## src/rtl/tvbm_pkg.sv

```systemverilog
// package: constants and types of the test vector bus master
package tvbm_pkg;
  localparam int unsigned DATA_W = 32;
  localparam int unsigned ADDR_W = 32;
  // vector type codes on {req_b, req_a}
  localparam logic [1:0] VEC_IDLE  = 2'h0;
  localparam logic [1:0] VEC_ADDR  = 2'h1;
  localparam logic [1:0] VEC_WDATA = 2'h2;
  localparam logic [1:0] VEC_RDATA = 2'h3;
  // bus transfer encodings (published bus values)
  localparam logic [1:0] TRANS_IDLE   = 2'h0;
  localparam logic [1:0] TRANS_NONSEQ = 2'h2;
  localparam logic [2:0] SIZE_WORD    = 3'h2;
  localparam logic [2:0] BURST_SINGLE = 3'h0;
  localparam logic [1:0] RESP_OKAY    = 2'h0;
  localparam logic [31:0] ADDR_RESET  = 32'h0000_0000;
  localparam logic [31:0] DATA_RESET  = 32'h0000_0000;
  // bytes the address advances after each data vector
  localparam int unsigned WORD_STEP   = 4;
  typedef enum logic [2:0] {
    TVBM_OFF,
    TVBM_REQ,
    TVBM_IDLE,
    TVBM_ADDR_PH,
    TVBM_DATA_PH,
    TVBM_ACK
  } tvbm_state_e;
endpackage

```

## src/rtl/tvbm_master.sv

```systemverilog
// test vector bus master: tester handshake to single-word bus transfers
// Contract
// - Each write or read vector the tester applies becomes a transfer this block issues as bus master; an address vector only loads the address.
// - The two request inputs together select the type of the vector being applied.
// - The acknowledge output tells the tester when the next vector may be applied.
// - Test-vector mode is entered only while the test-mode input is asserted.
// - Vector data travels over a 32-bit external data path.
// - Test mode is entered when reset is released with the test-mode input held.
// - After entering test mode the block requests the bus from the arbiter.
// - Once granted the block owns the bus and drives transfers on it.
`timescale 1ns/1ps
`default_nettype none
module tvbm_master #(
  parameter int unsigned DATA_W = tvbm_pkg::DATA_W,
  parameter int unsigned ADDR_W = tvbm_pkg::ADDR_W
) (
  input  wire logic              clk_in,
  input  wire logic              nrst_in,
  input  wire logic              test_mode_entry_in,
  input  wire logic              vector_type_req_a_in,
  input  wire logic              vector_type_req_b_in,
  input  wire logic [DATA_W-1:0] vector_data_in,
  output logic      [DATA_W-1:0] vector_data_out,
  output logic                   vector_data_oe_out,
  output logic                   vector_accept_ack_out,
  output logic                   test_mode_active_out,
  output logic                   test_master_bus_request_out,
  input  wire logic              test_master_bus_grant_in,
  input  wire logic              bus_ready_in,
  input  wire logic [1:0]        bus_resp_in,
  input  wire logic [DATA_W-1:0] bus_rdata_in,
  output logic      [ADDR_W-1:0] bus_addr_out,
  output logic      [1:0]        bus_trans_out,
  output logic                   bus_write_out,
  output logic      [2:0]        bus_size_out,
  output logic      [2:0]        bus_burst_out,
  output logic      [DATA_W-1:0] bus_wdata_out
);
  initial begin
    if (DATA_W != 32) begin
      $error("tvbm_master: vector data path must be 32 bits"); 
    end
    if (ADDR_W < 2 || ADDR_W > 32) begin
      $error("tvbm_master: ADDR_W must be 2 to 32");
    end
  end

  // pin inputs pass two flops first
  logic              s_mode;
  logic [1:0]        s_req;
  logic [DATA_W-1:0] s_data;
  tvbm_sync #(.WIDTH(DATA_W + 3)) u_sync (
    .clk_in   (clk_in),
    .async_in ({test_mode_entry_in, vector_type_req_b_in, vector_type_req_a_in,
                vector_data_in}),
    .sync_out ({s_mode, s_req, s_data})
  );

  tvbm_pkg::tvbm_state_e state;
  tvbm_pkg::tvbm_state_e next_state;
  logic              mode;
  logic              next_mode;
  logic              armed;
  logic              next_armed;
  logic [1:0]        last_req;
  logic [1:0]        next_last_req;
  logic [ADDR_W-1:0] addr;
  logic [ADDR_W-1:0] next_addr;
  logic [DATA_W-1:0] wdata;
  logic [DATA_W-1:0] next_wdata;
  logic [DATA_W-1:0] rdata;
  logic [DATA_W-1:0] next_rdata;
  logic              wr;
  logic              next_wr;
  logic              req;
  logic              next_req;
  logic [1:0]        trans;
  logic [1:0]        next_trans;
  logic              ack;
  logic              next_ack;
  logic              oe;
  logic              next_oe;

  // a new vector is a change of code away from idle
  function automatic logic is_new(input logic [1:0] cur, input logic [1:0] prev);
    is_new = (cur != tvbm_pkg::VEC_IDLE) && (cur != prev);
  endfunction

  always_comb begin
    next_state    = state;
    next_mode     = mode;
    next_armed    = 1'b0;
    next_last_req = s_req;
    next_addr     = addr;
    next_wdata    = wdata;
    next_rdata    = rdata;
    next_wr       = wr;
    next_req      = req;
    next_trans    = tvbm_pkg::TRANS_IDLE;
    next_ack      = 1'b0;
    next_oe       = oe;
    case (state)
      tvbm_pkg::TVBM_OFF: begin
        // mode latched only on the first cycle after reset release
        next_armed = 1'b0;
        if (armed && s_mode) begin
          next_mode  = 1'b1;
          next_req   = 1'b1;
          next_state = tvbm_pkg::TVBM_REQ;
        end
      end
      tvbm_pkg::TVBM_REQ: begin
        // wait for ownership; slow clock makes the extra cycle harmless
        if (test_master_bus_grant_in && bus_ready_in) begin
          next_state = tvbm_pkg::TVBM_IDLE;
        end
      end
      tvbm_pkg::TVBM_IDLE: begin
        if (!s_mode) begin
          next_mode  = 1'b0;
          next_req   = 1'b0;
          next_oe    = 1'b0;
          next_state = tvbm_pkg::TVBM_OFF;
        end else if (is_new(s_req, last_req)) begin
          case (s_req)
            tvbm_pkg::VEC_ADDR: begin
              next_addr = s_data[ADDR_W-1:0];
              next_oe   = 1'b0;
              next_ack  = 1'b1;
            end
            tvbm_pkg::VEC_WDATA: begin
              next_wdata = s_data;
              next_wr    = 1'b1;
              next_oe    = 1'b0;
              next_state = tvbm_pkg::TVBM_ADDR_PH;
            end
            tvbm_pkg::VEC_RDATA: begin
              next_wr    = 1'b0;
              next_state = tvbm_pkg::TVBM_ADDR_PH;
            end
            default: begin
              next_state = tvbm_pkg::TVBM_IDLE;
            end
          endcase
        end
      end
      tvbm_pkg::TVBM_ADDR_PH: begin
        if (test_master_bus_grant_in && bus_ready_in) begin
          next_trans = tvbm_pkg::TRANS_NONSEQ;
          next_state = tvbm_pkg::TVBM_DATA_PH;
        end
      end
      tvbm_pkg::TVBM_DATA_PH: begin
        // one cycle after issue the address phase is over
        if (bus_ready_in && trans == tvbm_pkg::TRANS_IDLE) begin
          if (!wr) begin
            next_rdata = bus_rdata_in;
            next_oe    = 1'b1;
          end
          // sequential vectors walk words
          next_addr  = ADDR_W'(addr + ADDR_W'(tvbm_pkg::WORD_STEP));
          next_state = tvbm_pkg::TVBM_ACK;
        end
      end
      tvbm_pkg::TVBM_ACK: begin
        next_ack   = 1'b1;
        next_state = tvbm_pkg::TVBM_IDLE;
      end
      default: begin
        next_state = tvbm_pkg::TVBM_OFF;
      end
    endcase
  end

  always_ff @(posedge clk_in) begin
    if (!nrst_in) begin
      state    <= tvbm_pkg::TVBM_OFF;
      mode     <= 1'b0;
      armed    <= 1'b1;
      last_req <= tvbm_pkg::VEC_IDLE;
      addr     <= tvbm_pkg::ADDR_RESET[ADDR_W-1:0];
      wdata    <= tvbm_pkg::DATA_RESET;
      rdata    <= tvbm_pkg::DATA_RESET;
      wr       <= 1'b0;
      req      <= 1'b0;
      trans    <= tvbm_pkg::TRANS_IDLE;
      ack      <= 1'b0;
      oe       <= 1'b0;
    end else begin
      state    <= next_state;
      mode     <= next_mode;
      armed    <= next_armed;
      last_req <= next_last_req;
      addr     <= next_addr;
      wdata    <= next_wdata;
      rdata    <= next_rdata;
      wr       <= next_wr;
      req      <= next_req;
      trans    <= next_trans;
      ack      <= next_ack;
      oe       <= next_oe;
    end
  end

  assign vector_data_out             = rdata;
  assign vector_data_oe_out          = oe;
  assign vector_accept_ack_out       = ack;
  assign test_mode_active_out        = mode;
  assign test_master_bus_request_out = req;
  assign bus_addr_out                = addr;
  assign bus_trans_out               = trans;
  assign bus_write_out               = wr;
  assign bus_size_out                = tvbm_pkg::SIZE_WORD;
  assign bus_burst_out               = tvbm_pkg::BURST_SINGLE;
  assign bus_wdata_out               = wdata;
endmodule
`default_nettype wire

```

## src/rtl/tvbm_sync.sv

```systemverilog
// two flip-flop synchroniser for pin inputs
`timescale 1ns/1ps
`default_nettype none
module tvbm_sync #(
  parameter int unsigned WIDTH = 1
) (
  input  wire logic             clk_in,
  input  wire logic [WIDTH-1:0] async_in,
  output logic      [WIDTH-1:0] sync_out
);
  logic [WIDTH-1:0] meta;
  logic [WIDTH-1:0] next_meta;
  logic [WIDTH-1:0] next_sync;
  initial begin
    if (WIDTH < 1) begin
      $error("tvbm_sync: WIDTH must be at least 1");
    end
  end
  always_comb begin
    next_meta = async_in;
    next_sync = meta;
  end
  // no reset: the pin level must already be through both flops on the
  // first cycle after release, or test-mode entry is never seen
  always_ff @(posedge clk_in) begin
    meta     <= next_meta;
    sync_out <= next_sync;
  end
endmodule
`default_nettype wire

```

## config.mk

```make
export PLATFORM = sky130hd
export DESIGN_NAME = tvbm_master
export DESIGN_NICKNAME = d
export VERILOG_FILES = /design/src/rtl/tvbm_pkg.sv /design/src/rtl/tvbm_master.sv /design/src/rtl/tvbm_sync.sv
export SDC_FILE = /design/constraint.sdc
export NUM_CORES = 1
export LEC_CHECK = 0
export BUFFER_PORTS_ARGS = -buffer_cell sky130_fd_sc_hd__buf_2
export CELL_PAD_IN_SITES_DETAIL_PLACEMENT = 1
export CELL_PAD_IN_SITES_GLOBAL_PLACEMENT = 1
export CORE_MARGIN = 2
export CORE_UTILIZATION = 38
export CTS_CLUSTER_SIZE = 14
export DETAILED_ROUTE_END_ITERATION = 10
export PLACE_DENSITY_LB_ADDON = 0.08
export SETUP_SLACK_MARGIN = 0.02
export SLEW_MARGIN = 20
export SYNTH_ARGS = -nofsm -noshare
export SYNTH_HDL_FRONTEND = slang
export SYNTH_SLANG_ARGS = --single-unit
```

## constraint.sdc

```tcl
create_clock -name clk_in -period 2.75 [get_ports clk_in]
set_clock_uncertainty 0.1 [all_clocks]
set_input_delay 0.1375 -clock clk_in [delete_from_list [all_inputs] [get_ports clk_in]]
set_output_delay 0.1375 -clock clk_in [all_outputs]
set_load 0.1 [all_outputs]
```

==> Flow_metrics.wiki, run 1 <==
{| class="wikitable"
! Metric !! Value
|-
| Result of the run || finished clean
|-
| Total grt overflow || 0
|-
| Post-Synthesis Cell Area || 0.006285 mm2
|-
| Metal3 WL || 933 um
|-
| Share of async-settable or async-resettable flops after synthesis || 0%
|-
| Area fraction of the dominant cell type after synthesis || a little under three fifths
|-
| Number of nets at the end of the flow || between 1000 and 1500
|-
| Via-to-Cell Ratio || ~5.0
|-
| Critical path endpoint category || flop
|-
| Number of global-route vias before repair || just over 6000
|-
| Iter 0 DRT Violations || 218
|-
| Cell depth of the worst hold path || 4
|-
| DRC violations left || 0
|-
| Number of H-tree levels || 4
|-
| Total routing usage reported by global routing || roughly 22%
|-
| Port-buffer cells || 172
|-
| Num CTS Buffers || 17
|-
| Max rail drop VDD || 0.4359 mV
|-
| Number of cell rows || 47
|-
| Headroom to the max-slew limit || 52.21%
|-
| RR Startpoint || state[1]
|-
| Root Buffer || sky130_fd_sc_hd__clkbuf_16
|-
| Number of setup violations in the final report || 0
|-
| Fraction of final layout cells with drive strength greater than 1 || 24.55%
|-
| Overall die height || about 130 um
|-
| Post-synth top area cell || sky130_fd_sc_hd__dfxtp_1
|-
| Cells taking the most area after synthesis || sky130_fd_sc_hd__dfxtp_1 56%, sky130_fd_sc_hd__nand2_1 9.6%, sky130_fd_sc_hd__a21oi_1 7.6%
|-
| Clock latency on the worst-skew pair || roughly 0.43 ns
|-
| Pin count of the biggest net entering global routing || 40
|-
| Hold Path Class || in2reg
|-
| Final count of hold timing violations || 0
|-
| Gp weighted congestion || approximately 0.8
|-
| Max Slew Vio Count || 0
|-
| Maximum count of clock buffers along a single path || 2
|-
| Post-synthesis cell count || 699
|-
| Sum of routed wire length over all layers || approximately 19000 um
|-
| I/O Pins || roughly 180
|-
| Nature of the critical path startpoint || flop
|-
| # diodes || 0
|-
| Maximum achievable frequency || 395.1 MHz
|-
| Share of the clock period used by the worst path after layout || 92.04%
|-
| Average detailed-routed wire length per instance || 16.65 um
|-
| Initial antenna violation count || 0
|-
| Vias post-DR || between 5000 and 6000
|-
| Setup ws final || 0.2189 ns
|-
| Startpoint of the most critical hold path || nrst_in
|-
| Syn. warnings || 0
|-
| CTS clk-pin slew, worst paths || approximately 0.060 ns
|-
| Post-synth top flop || sky130_fd_sc_hd__dfxtp_1
|-
| Number of enable flip-flop cells after synthesis || 0
|-
| Initial Util || around two fifths
|-
| Crit path time final || roughly 2.5 ns
|-
| Total half-perimeter wirelength after legalization and detailed placement || 12570 um
|-
| Horizontal extent of the die || between 100 and 150 um
|-
| Worst setup path category || reg2reg
|-
| Worst reg2reg path depth || 6
|-
| Remaining number of nets flagged by the antenna check after routing || 0
|-
| Pre-CTS setup slack || slightly below 0.3 ns
|-
| Floorplan Core Area || 0.01635 mm2
|-
| Setup Total Neg Slack || 0 ns
|-
| Worst hold endpoint || state[0]
|-
| WL met1 || about 8600 um
|-
| Max Cap Viol || 0
|-
| Portion of the post-synthesis area used by sequential elements || a little under three fifths
|-
| DIE AREA || approximately 0.018 mm2
|-
| RSZ-0062 raised after global routing || no
|-
| Arrival time at the worst endpoint || around 2.7 ns
|-
| TritonCTS clock tree || done
|-
| Leakage power || 3.649 nW
|-
| Capture point of the worst reg-to-reg path || bus_addr_out[14]
|-
| Worst reg2reg setup slack || between 0.2 and 0.25 ns
|-
| Max FO, Critical Path || 17
|-
| Number of clock sinks seen by CTS || between 150 and 200
|-
| Required arrival time at the worst endpoint || 2.96 ns
|-
| Power per standard cell area || ~620 mW/mm2
|-
| Layout-stage area growth over the synthesis result || 35.95%
|-
| Global-route wire length before repair || 31510 um
|-
| Topmost layer with routed signal wires || met4
|-
| Mean Syn Cell Area || between 8 and 9 um2
|-
| Synth cell types || between 60 and 70
|-
| Met2 routed WL || around 9600 um
|-
| Slew at the pin with the worst max-slew slack || about 0.72 ns
|-
| Number of optimization iterations in the first detailed-route pass || 4
|-
| Register bit count reported by yosys || approximately 180
|}
-- through the flow --
stage | utilization [%] | power, W | instances | hold slack (ns) | cell area [um2]
detailed placement | 44.74 | 0.003066 | 1063 | 0.1418 | 7315
finish | 52.27 | 0.005290 | 1165 | 0.1510 | 8544
CTS | 52.27 | 0.005347 | 1165 | 0.1431 | 8544
global placement | 44.74 | 0.003055 | 1063 | 0.1394 | 7315
floorplan | - | 0.002967 | 704 | 0.06522 | 6305
global route | 52.27 | 0.005491 | 1165 | 0.1700 | 8544
-- critical path: stages (launching register included) --
cell and delay [ns]:
sky130_fd_sc_hd__dfxtp_1 0.63, sky130_fd_sc_hd__nand4bb_1 0.26, sky130_fd_sc_hd__a2111o_1 0.37, sky130_fd_sc_hd__and2_1 0.41
sky130_fd_sc_hd__buf_4 0.29, sky130_fd_sc_hd__o21ai_0 0.23, sky130_fd_sc_hd__a21oi_1 0.11
-- registers in the layout, indices dropped and copies added, names as in the netlist --
signal and count:
armed 1, bus_addr_out 32, bus_trans_out 1, bus_wdata_out 32, bus_write_out 1, last_req 2
state 3, test_master_bus_request_out 1, u_sync.meta 35, u_sync.sync_out 35, vector_accept_ack_out 1, vector_data_oe_out 1
vector_data_out 32
-- area by class of cell --
type | instances | area, um2
Inverter | 7 | 26.28
Timing Repair Buffer | 261 | 1704
Fill cell | 1936 | 7804
Clock buffer | 25 | 475.5
Sequential cell | 177 | 3545
Multi-Input combinational cell | 468 | 2465
Tap cell | 220 | 275.3
Clock inverter | 7 | 53.80
-- worst max-delay path by stage --
stage,start,end,slack (ns),depth (start not counted)
after global placement,state[1],bus_addr_out[7],0.43,6
final,state[1],bus_addr_out[14],0.22,6
after floorplan,bus_addr_out[3],bus_addr_out[24],0.02,6
after global routing,u_sync.sync_out[33],bus_addr_out[21],0.07,8
after detailed placement,state[1],bus_addr_out[7],0.30,6
after CTS,state[1],bus_addr_out[14],0.28,6
-- cells by family after synthesis --
kind of cell | count (synthesis) | synth area share (%)
buf+inv | 59 | 4.838
other cells | 2 | 0.1195
simple gates | 282 | 20.53
xor+xnor | 2 | 0.2788
flops | 177 | 56.38
compound gates | 172 | 16.86
fa+ha+maj | 5 | 0.9954
-- cells in the final DEF (no fill, tap or decap), types with 5 or more instances in the layout --
cell / instances
sky130_fd_sc_hd__o211ai_1: 6
sky130_fd_sc_hd__nand4_1: 9
sky130_fd_sc_hd__nand3_1: 13
sky130_fd_sc_hd__ha_1: 5
sky130_fd_sc_hd__nand2_1: 160
sky130_fd_sc_hd__o21ai_0: 14
sky130_fd_sc_hd__conb_1: 7
sky130_fd_sc_hd__dfxtp_1: 176
sky130_fd_sc_hd__a21oi_1: 95
sky130_fd_sc_hd__buf_4: 19
sky130_fd_sc_hd__a31oi_1: 13
sky130_fd_sc_hd__and3_1: 7
sky130_fd_sc_hd__buf_2: 172
sky130_fd_sc_hd__inv_1: 6
sky130_fd_sc_hd__nor2_1: 47
sky130_fd_sc_hd__nor3_1: 8
sky130_fd_sc_hd__o221a_1: 6
sky130_fd_sc_hd__clkbuf_1: 6
sky130_fd_sc_hd__dlygate4sd3_1: 70
sky130_fd_sc_hd__clkbuf_16: 17
-- what timing repair did --
item | in CTS | in global routing
buffers inserted | 0 | 0
endpoints found under the hold margin | 69 | 0
resized for setup | 0 | 0
hold buffers | 70 | 0
-- cell usage after synthesis, types with 2 or more instances --
cell                       count
sky130_fd_sc_hd__dfxtp_1     177
sky130_fd_sc_hd__nand2_1     160
sky130_fd_sc_hd__a21oi_1      95
sky130_fd_sc_hd__nor2_1       48
sky130_fd_sc_hd__buf_2        21
sky130_fd_sc_hd__clkbuf_1     19
sky130_fd_sc_hd__o21ai_0      14
sky130_fd_sc_hd__a31oi_1      13
sky130_fd_sc_hd__nand3_1      13
sky130_fd_sc_hd__buf_4         9
sky130_fd_sc_hd__nand4_1       9
sky130_fd_sc_hd__nor3_1        8
sky130_fd_sc_hd__and3_1        7
sky130_fd_sc_hd__inv_1         6
sky130_fd_sc_hd__o211ai_1      6
sky130_fd_sc_hd__o221a_1       6
sky130_fd_sc_hd__ha_1          5
sky130_fd_sc_hd__and2_1        4
sky130_fd_sc_hd__and4_1        4
sky130_fd_sc_hd__nor2b_1       4
sky130_fd_sc_hd__nor4_1        4
sky130_fd_sc_hd__o22ai_1       4
sky130_fd_sc_hd__or3_1         4
sky130_fd_sc_hd__a22oi_1       3
sky130_fd_sc_hd__a311oi_1      3
sky130_fd_sc_hd__a41oi_1       3
sky130_fd_sc_hd__buf_6         3
sky130_fd_sc_hd__o31a_1        3
sky130_fd_sc_hd__a211oi_1      2
sky130_fd_sc_hd__a22o_1        2
sky130_fd_sc_hd__a32oi_1       2
sky130_fd_sc_hd__conb_1        2
sky130_fd_sc_hd__nand2b_1      2
sky130_fd_sc_hd__nand4_2       2
sky130_fd_sc_hd__nor3b_1       2
sky130_fd_sc_hd__o211a_1       2
sky130_fd_sc_hd__o21a_1        2
sky130_fd_sc_hd__o21ai_1       2
sky130_fd_sc_hd__xnor2_1       2
-- layer usage --
metal,global-route usage (%),vias up
met4,6.810,0
li1,-,2859
met2,38.74,153
met1,27.47,2837
met3,5.977,23
met5,0,-
-- where the power goes --
group / switching (W) / internal (W) / total (W)
sequential: 0.0000516 / 0.00263 / 0.00269
clock: 0.000991 / 0.00121 / 0.00220
combinational: 0.000249 / 0.000156 / 0.000404
Note: power is estimated with default switching activity, not from simulation.
==> inputs of run 2 (changes only) <==
- PLACE_DENSITY: unset -> 0.9
- PLACE_DENSITY_LB_ADDON: 0.08 -> unset
- clock period: 2.75 -> 2.5 ns (I/O delays scaled with it)
==> run 2 against run 1 <==
  * Die area is the same
  * Utilization grew 0.80 points
  * Worst hold slack lost 0.085 ns
  * Cell area grew 1.5%
  * Cell count grew 0.43%
  * Critical endpoint is now bus_addr_out[10]
  * Largest cell class unchanged
  * Largest power group unchanged
==> Flow_metrics.wiki, run 2 (synthesis results as in run 1) <==
{| class="wikitable"
! Metric !! Value
|-
| Most common library cell in the layout ignoring fill and taps || sky130_fd_sc_hd__buf_2 (was sky130_fd_sc_hd__dfxtp_1)
|-
| Initial Util || 38.44% (unchanged)
|-
| Worst reg2reg path depth || 8 (was 6)
|-
| Floorplan Core Area || 0.01635 mm2 (unchanged)
|-
| Clock latency on the worst-skew pair || 0.43 ns (about the same)
|-
| Capture point of the worst reg-to-reg path || bus_addr_out[10] (was bus_addr_out[14])
|-
| Placed Area || 0.007366 mm2 (was 0.007315 mm2)
|-
| Initial antenna violation count || 0 (unchanged)
|-
| Launching instance or port of the critical path || u_sync.sync_out[33] (was state[1])
|-
| Worst setup path category || reg2reg (unchanged)
|-
| Vias post-DR || 6106 (was 5872)
|-
| Worst reg2reg setup slack || 0.12 ns (was 0.22 ns)
|-
| Port-buffer cells || 172 (unchanged)
|-
| Remaining number of nets flagged by the antenna check after routing || 0 (unchanged)
|-
| Maximum count of clock buffers along a single path || 2 (unchanged)
|-
| RR Startpoint || u_sync.sync_out[33] (was state[1])
|-
| Average detailed-routed wire length per instance || 18.16 um (was 16.65 um)
|-
| Result of the run || finished clean (unchanged)
|-
| Worst path max stage delay || 0.50 ns (was 0.63 ns)
|-
| Max Cap Viol || 0 (unchanged)
|-
| Total power of the final layout || 0.006077 W (was 0.005290 W)
|-
| Required arrival time at the worst endpoint || 2.71 ns (was 2.96 ns)
|-
| Number of global-route vias before repair || 6472 (was 6082)
|-
| Biggest regs || u_sync.meta x35, u_sync.sync_out x35 (unchanged)
|-
| Worst-path cell chain || inv_1 > ha_1 > inv_1 > a2111o_1 > and2_2 > buf_4 > o21ai_0 > a21oi_1 (was nand4bb_1 > a2111o_1 > and2_1 > buf_4 > o21ai_0 > a21oi_1)
|-
| Pin count of the biggest net entering global routing || 44 (was 40)
|-
| Setup Total Neg Slack || 0 ns (unchanged)
|-
| Number of clock sinks seen by CTS || 177 (unchanged)
|-
| Number of optimization iterations in the first detailed-route pass || 4 (unchanged)
|-
| Final count of hold timing violations || 0 (unchanged)
|-
| Total grt overflow || 0 (unchanged)
|-
| Slew at the pin with the worst max-slew slack || 0.5699 ns (was 0.7169 ns)
|-
| Fraction of final layout cells with drive strength greater than 1 || 26.95% (was 24.55%)
|-
| Via-to-Cell Ratio || 5.219 (was 5.040)
|-
| Max Slew Vio Count || 0 (unchanged)
|-
| Share of the clock period used by the worst path after layout || 95.03% (was 92.04%)
|-
| Commonest non-fill, non-tap cells in the layout || 172 x sky130_fd_sc_hd__buf_2, 163 x sky130_fd_sc_hd__dfxtp_1, 160 x sky130_fd_sc_hd__nand2_1 (was 176 x sky130_fd_sc_hd__dfxtp_1, 172 x sky130_fd_sc_hd__buf_2, 160 x sky130_fd_sc_hd__nand2_1)
|-
| Leakage power || 3.734 nW (was 3.649 nW)
|-
| CTS clk-pin slew, worst paths || 0.07 ns (was 0.06 ns)
|-
| DIE AREA || 0.01758 mm2 (unchanged)
|-
| Number of cell rows || 47 (unchanged)
|-
| # diodes || 0 (unchanged)
|-
| Crit path time final || 2.376 ns (was 2.531 ns)
|-
| I/O Pins || 182 (unchanged)
|-
| Overall die height || 132.6 um (unchanged)
|-
| Arrival time at the worst endpoint || 2.59 ns (was 2.74 ns)
|-
| Gp weighted congestion || 0.8772 (was 0.7845)
|-
| Num CTS Buffers || 17 (unchanged)
|-
| Number of nets at the end of the flow || 1016 (was 1010)
|-
| Final core occ || 53.06% (was 52.27%)
|-
| Area of all placed cells without fillers || 0.008675 mm2 (was 0.008544 mm2)
|-
| Layout-stage area growth over the synthesis result || 38.03% (was 35.95%)
|-
| Global-route wire length before repair || 34380 um (was 31510 um)
|-
| Hold Path Class || in2reg (unchanged)
|-
| Cell with the largest stage delay on the worst path || sky130_fd_sc_hd__a2111o_1 (was sky130_fd_sc_hd__dfxtp_1)
|-
| Total half-perimeter wirelength after legalization and detailed placement || 12680 um (was 12570 um)
|-
| Fill cells || 1942 (was 1936)
|-
| Sum of routed wire length over all layers || 21250 um (was 19400 um)
|-
| Number of setup violations in the final report || 0 (unchanged)
|-
| TritonCTS clock tree || done (unchanged)
|-
| Cell repeated most along the worst path || sky130_fd_sc_hd__inv_1
|-
| Critical path endpoint category || flop (unchanged)
|-
| Iter 0 DRT Violations || 272 (was 218)
|-
| DRC violations left || 0 (unchanged)
|-
| Termination of the worst setup path || bus_addr_out[10] (was bus_addr_out[14])
|-
| Root Buffer || sky130_fd_sc_hd__clkbuf_16 (unchanged)
|-
| Number of H-tree levels || 4 (unchanged)
|-
| Max FO, Critical Path || 20 (was 17)
|-
| Power per standard cell area || 700.6 mW/mm2 (was 619.1 mW/mm2)
|-
| Horizontal extent of the die || 132.6 um (unchanged)
|-
| Nature of the critical path startpoint || flop (unchanged)
|-
| Maximum achievable frequency || 420.9 MHz (was 395.1 MHz)
|-
| Total routing usage reported by global routing || 24.53% (was 22.46%)
|-
| Headroom to the max-slew limit || 61.95% (was 52.21%)
|-
| Max rail drop VDD || 0.5280 mV (was 0.4359 mV)
|}
run 2: through the flow:
step	hold WS, ns	worst slack (ns)	instances
after global placement	0.1268	0.2175	1066
final	0.06585	0.1242	1170
after global routing	0.06974	-0.006469	1170
after detailed placement	0.1294	0.1501	1066
after floorplan	0.05272	0.02137	704
after CTS	0.03417	0.1046	1167
run 2: repair_timing:
action	4_1_cts	5_1_grt
buffers inserted	0	3
setup endpoints to repair	0	9
hold buffers	70	0
gates resized for setup	0	1
hold endpoints to repair	69	0
run 2: layer usage:
layer,vias to the layer above,track usage [%],part of all wire (%)
met5,-,0,0
met4,0,13.02,4.6
met3,66,4.866,5.1
met2,206,42.20,50
met1,2954,28.86,41
li1,2880,-,-
run 2: worst max-delay path: cells and delay by family (launching register included):
kind	cells	cell delay, ns
AND/OR/NAND/NOR	1	0.32
buffers and inverters	3	0.44
adder cells (fa/ha/maj)	1	0.23
AO/OA/AOI/OAI	3	0.80
flip-flops	1	0.37
run 2: final cells by class:
cell class,count,area (um2),share of cell area [%]
well taps,220,275.3,3.173
repair buffers,267,1762,20.31
clock inverters,11,127.6,1.471
flip-flops and latches,177,3561,41.05
multi-input cells,468,2466,28.43
inverters,7,26.28,0.3029
clock buffers,20,456.7,5.265
run 2: how the worst min path moves through the flow:
stage / endpoint / from / cells past startpoint
2_1_floorplan: u_sync.meta[0] / vector_data_in[0] / 0
5_1_grt: armed / nrst_in / 2
3_3_place_gp: u_sync.meta[6] / vector_data_in[6] / 1
6_report: armed / nrst_in / 2
3_5_place_dp: u_sync.meta[13] / vector_data_in[13] / 1
4_1_cts: armed / nrst_in / 2
run 2: report_power, final:
part           switching, W  internal [W]  leakage (nW)  total (W)
clock network       0.00113       0.00153         0.291    0.00266
logic              0.000297      0.000179          1.98   0.000476
registers         0.0000462       0.00290          1.46    0.00294
total               0.00147       0.00461          3.73    0.00608
==> inputs of run 3 (changes only) <==
- CORE_UTILIZATION: 38 -> 34
- PLACE_DENSITY: 0.9 -> 0.86
- clock period: 2.5 -> 1.9 ns (I/O delays scaled with it)
==> run 3 against run 2 <==
  * The flow now finishes with violations (setup timing)
  * Sequential cell count is the same
  * Utilization increased by 0.95 points
  * Via count up 5.9%
  * Combinational power rose by 44%
  * Count of clock-buffer cells in the layout decreased by 1
  * Total power rose by 34%
  * Register-to-register slack worse by 0.23 ns
  * Highest routed layer unchanged
  * Cell count up 4.4%
  * Non-clock buffer count grew 40
  * Sequential share of layout area decreased by 3.5 points
==> Flow_metrics.wiki, run 3 (synthesis results as in run 1) <==
{| class="wikitable"
! Metric !! Value
|-
| Worst setup path category || reg2reg (unchanged)
|-
| Result of the run || complete, but fails checks (was finished clean)
|-
| CTS clk-pin slew, worst paths || 0.07 ns (about the same)
|-
| Floorplan Core Area || 0.01802 mm2 (was 0.01635 mm2)
|-
| Total half-perimeter wirelength after legalization and detailed placement || 13400 um (was 12680 um)
|-
| Clock latency on the worst-skew pair || 0.43 ns (about the same)
|-
| Total grt overflow || 0 (unchanged)
|-
| Number of global-route vias before repair || 6497 (was 6472)
|-
| Violations in the final reports || setup timing
|-
| Worst reg2reg setup slack || -0.11 ns (was 0.12 ns)
|-
| Max rail drop VDD || 0.6304 mV (was 0.5280 mV)
|-
| Worst-path cell chain || ha_4 > nand4_4 > buf_4 > nor3_1 > buf_4 > nand2_2 > o2111ai_1 > o211ai_1 (was inv_1 > ha_1 > inv_1 > a2111o_1 > and2_2 > buf_4 > o21ai_0 > a21oi_1)
|-
| Logic pwr share || 8.4% (was 7.8%)
|-
| Number of nets at the end of the flow || 1056 (was 1016)
|-
| Number of setup violations in the final report || 13 (was 0)
|-
| Maximum achievable frequency || 497.9 MHz (was 420.9 MHz)
|-
| Max Cap Viol || 0 (unchanged)
|-
| I/O Pins || 182 (unchanged)
|-
| Number of cell rows || 49 (was 47)
|-
| Leakage power || 4.144 nW (was 3.734 nW)
|-
| DP Cell Count || 1097 (was 1066)
|-
| Average detailed-routed wire length per instance || 20.39 um (was 18.16 um)
|-
| Total buffers and inverters traversed by the critical path || 2 (was 3)
|-
| Cell with the largest stage delay on the worst path || sky130_fd_sc_hd__dfxtp_4 (was sky130_fd_sc_hd__a2111o_1)
|-
| Sum of routed wire length over all layers || 24900 um (was 21250 um)
|-
| Overall die height || 140.0 um (was 132.6 um)
|-
| Hold Path Class || in2reg (unchanged)
|-
| Nature of the critical path startpoint || flop (unchanged)
|-
| Total power of the final layout || 0.008137 W (was 0.006077 W)
|-
| Number of optimization iterations in the first detailed-route pass || 5 (was 4)
|-
| Pin count of the biggest net entering global routing || 40 (was 44)
|-
| Biggest regs || u_sync.meta x35, u_sync.sync_out x35 (unchanged)
|-
| Global-route wire length before repair || 33870 um (was 34380 um)
|-
| Cell internal pwr || 0.006163 W (was 0.004607 W)
|-
| Via-to-Cell Ratio || 5.294 (was 5.219)
|-
| DIE AREA || 0.01959 mm2 (was 0.01758 mm2)
|-
| Headroom to the max-slew limit || 62.10% (was 61.95%)
|-
| Vias post-DR || 6464 (was 6106)
|-
| DRC violations left || 0 (unchanged)
|-
| Launching instance or port of the critical path || bus_addr_out[3] (was u_sync.sync_out[33])
|-
| Remaining number of nets flagged by the antenna check after routing || 0 (unchanged)
|-
| Root Buffer || sky130_fd_sc_hd__clkbuf_16 (unchanged)
|-
| Max Slew Vio Count || 0 (unchanged)
|-
| Fraction of power consumed by the clock network || 44.2% (was 43.7%)
|-
| Number of H-tree levels || 4 (unchanged)
|-
| Fraction of final layout cells with drive strength greater than 1 || 36.63% (was 26.95%)
|-
| Termination of the worst setup path || bus_addr_out[26] (was bus_addr_out[10])
|-
| Logic depth of the worst setup path including buffers || 8 (unchanged)
|-
| Family with the most delay on the worst path || simple AND/OR/NAND/NOR gates (was compound AO/OA/AOI/OAI gates)
|-
| Maximum count of clock buffers along a single path || 2 (unchanged)
|-
| Power share of the sequential group || 47.4% (was 48.4%)
|-
| Power per standard cell area || 835.8 mW/mm2 (was 700.6 mW/mm2)
|-
| Num CTS Buffers || 17 (unchanged)
|-
| Placed Area || 0.007792 mm2 (was 0.007366 mm2)
|-
| Critical path endpoint category || flop (unchanged)
|-
| TritonCTS clock tree || done (unchanged)
|-
| Count of non-filler cells in the finished layout || 1221 (was 1170)
|-
| Max FO, Critical Path || 6 (was 20)
|-
| Arrival time at the worst endpoint || 2.21 ns (was 2.59 ns)
|-
| Most common library cell in the layout ignoring fill and taps || sky130_fd_sc_hd__buf_2 (unchanged)
|-
| Commonest non-fill, non-tap cells in the layout || 172 x sky130_fd_sc_hd__buf_2, 153 x sky130_fd_sc_hd__nand2_1, 142 x sky130_fd_sc_hd__dfxtp_1 (was 172 x sky130_fd_sc_hd__buf_2, 163 x sky130_fd_sc_hd__dfxtp_1, 160 x sky130_fd_sc_hd__nand2_1)
|-
| Worst path max stage delay || 0.40 ns (was 0.50 ns)
|-
| Number of clock sinks seen by CTS || 177 (unchanged)
|-
| Cell repeated most along the worst path || sky130_fd_sc_hd__buf_4 (was sky130_fd_sc_hd__inv_1)
|-
| Iter 0 DRT Violations || 338 (was 272)
|-
| Capture point of the worst reg-to-reg path || bus_addr_out[26] (was bus_addr_out[10])
|-
| Net switching component of the power || 0.001974 W (was 0.001470 W)
|-
| Total routing usage reported by global routing || 21.65% (was 24.53%)
|-
| Gp weighted congestion || 0.8002 (was 0.8772)
|-
| Port-buffer cells || 172 (unchanged)
|-
| Switching power as a share of total power || 24.26% (was 24.19%)
|-
| Crit path time final || 2.008 ns (was 2.376 ns)
|-
| Required arrival time at the worst endpoint || 2.10 ns (was 2.71 ns)
|-
| Setup ws final || -0.1085 ns (was 0.1242 ns)
|-
| Final count of hold timing violations || 0 (unchanged)
|-
| Initial Util || 34.87% (was 38.44%)
|-
| Layout-stage area growth over the synthesis result || 54.91% (was 38.03%)
|-
| Horizontal extent of the die || 140.0 um (was 132.6 um)
|-
| Worst reg2reg path depth || 8 (unchanged)
|-
| Area of all placed cells without fillers || 0.009736 mm2 (was 0.008675 mm2)
|-
| Share of the clock period used by the worst path after layout || 105.7% (was 95.03%)
|-
| Slew at the pin with the worst max-slew slack || 0.5676 ns (was 0.5699 ns)
|-
| RSZ-0062 raised after global routing || yes
|-
| Worst hold slack across all endpoints || 0.04123 ns (was 0.06585 ns)
|-
| Initial antenna violation count || 1 (was 0)
|-
| RR Startpoint || bus_addr_out[3] (was u_sync.sync_out[33])
|}
==> run 3: changes by cell type in the layout (fill, tap and decap cells not counted), moves of 6 or more <==
cell | previous run | this run
sky130_fd_sc_hd__buf_6 | 0 | 10
sky130_fd_sc_hd__dfxtp_1 | 163 | 142
sky130_fd_sc_hd__dfxtp_4 | 0 | 28
sky130_fd_sc_hd__buf_4 | 24 | 35
sky130_fd_sc_hd__clkbuf_16 | 17 | 24
sky130_fd_sc_hd__a21oi_2 | 1 | 10
sky130_fd_sc_hd__a21oi_1 | 95 | 86
sky130_fd_sc_hd__nand2_1 | 160 | 153
sky130_fd_sc_hd__buf_12 | 1 | 11
sky130_fd_sc_hd__o21ai_0 | 14 | 8
sky130_fd_sc_hd__dfxtp_2 | 14 | 7
==> run 3: timing repair <==
item / in CTS / in global routing
hold buffers: 70 / 0
cloned: 2 / 7
resized for setup: 11 / 73
hold endpoints to repair: 70 / 0
setup buffers: 2 / 10
pin swaps: 2 / 34
endpoints found under the setup margin: 31 / 90
==> run 3: layout make-up <==
class,instances,area [um2]
flip-flops and latches,177,3657
clock buffers,19,442.9
well taps,229,286.5
fillers,2032,8289
diodes,1,2.502
repair buffers,307,2375
inverters,7,28.78
multi-input cells,468,2781
clock inverters,13,161.4
==> run 3: worst min-delay path by stage <==
stage                                  start  depth (start not counted)              end  slack [ns]
after floorplan            vector_data_in[0]                          0   u_sync.meta[0]        0.02
after global placement    vector_data_in[18]                          1  u_sync.meta[18]         0.1
after detailed placement  vector_data_in[10]                          1  u_sync.meta[10]         0.1
after CTS                            nrst_in                          2            armed        0.01
after global routing                 nrst_in                          2            armed        0.05
final                                nrst_in                          2            armed        0.04
==> run 3: worst register-to-register path, delay by kind of cell (launching register included) <==
family / cells / cell delay [ns]
AND/OR/NAND/NOR: 3 / 0.48
flip-flops: 1 / 0.40
buffers and inverters: 2 / 0.37
AO/OA/AOI/OAI: 2 / 0.37
adder cells (fa/ha/maj): 1 / 0.15
==> run 3: power groups by stage <==
stage	Combinational, W	Clock (W)	Sequential (W)
6_report	0.000686	0.00360	0.00385
5_1_grt	0.000728	0.00382	0.00386
4_1_cts	0.000636	0.00365	0.00385
3_5_place_dp	0.000519	0	0.00393
3_3_place_gp	0.000508	0	0.00393
2_1_floorplan	0.000263	0	0.00400
==> run 3: metal layers <==
| layer | GRT usage, % | vias to the layer above | part of all wire (%) |
|---|---|---|---|
| met5 | 0 | - | 0 |
| met2 | 38.33 | 260 | 51 |
| met1 | 24.95 | 3166 | 40 |
| li1 | - | 2972 | - |
| met4 | 9.158 | 0 | 3.6 |
| met3 | 5.265 | 66 | 4.9 |
==> run 3: metrics by stage <==
stage	TNS (ns)	setup WS (ns)	utilization, %
after global placement	-0.002119	-0.002119	43.23
after detailed placement	-0.3963	-0.08595	43.23
after floorplan	-0.03008	-0.03008	-
after global routing	-1.985	-0.1616	54.01
final	-0.4165	-0.1085	54.01
after CTS	-0.02284	-0.01785	50.93
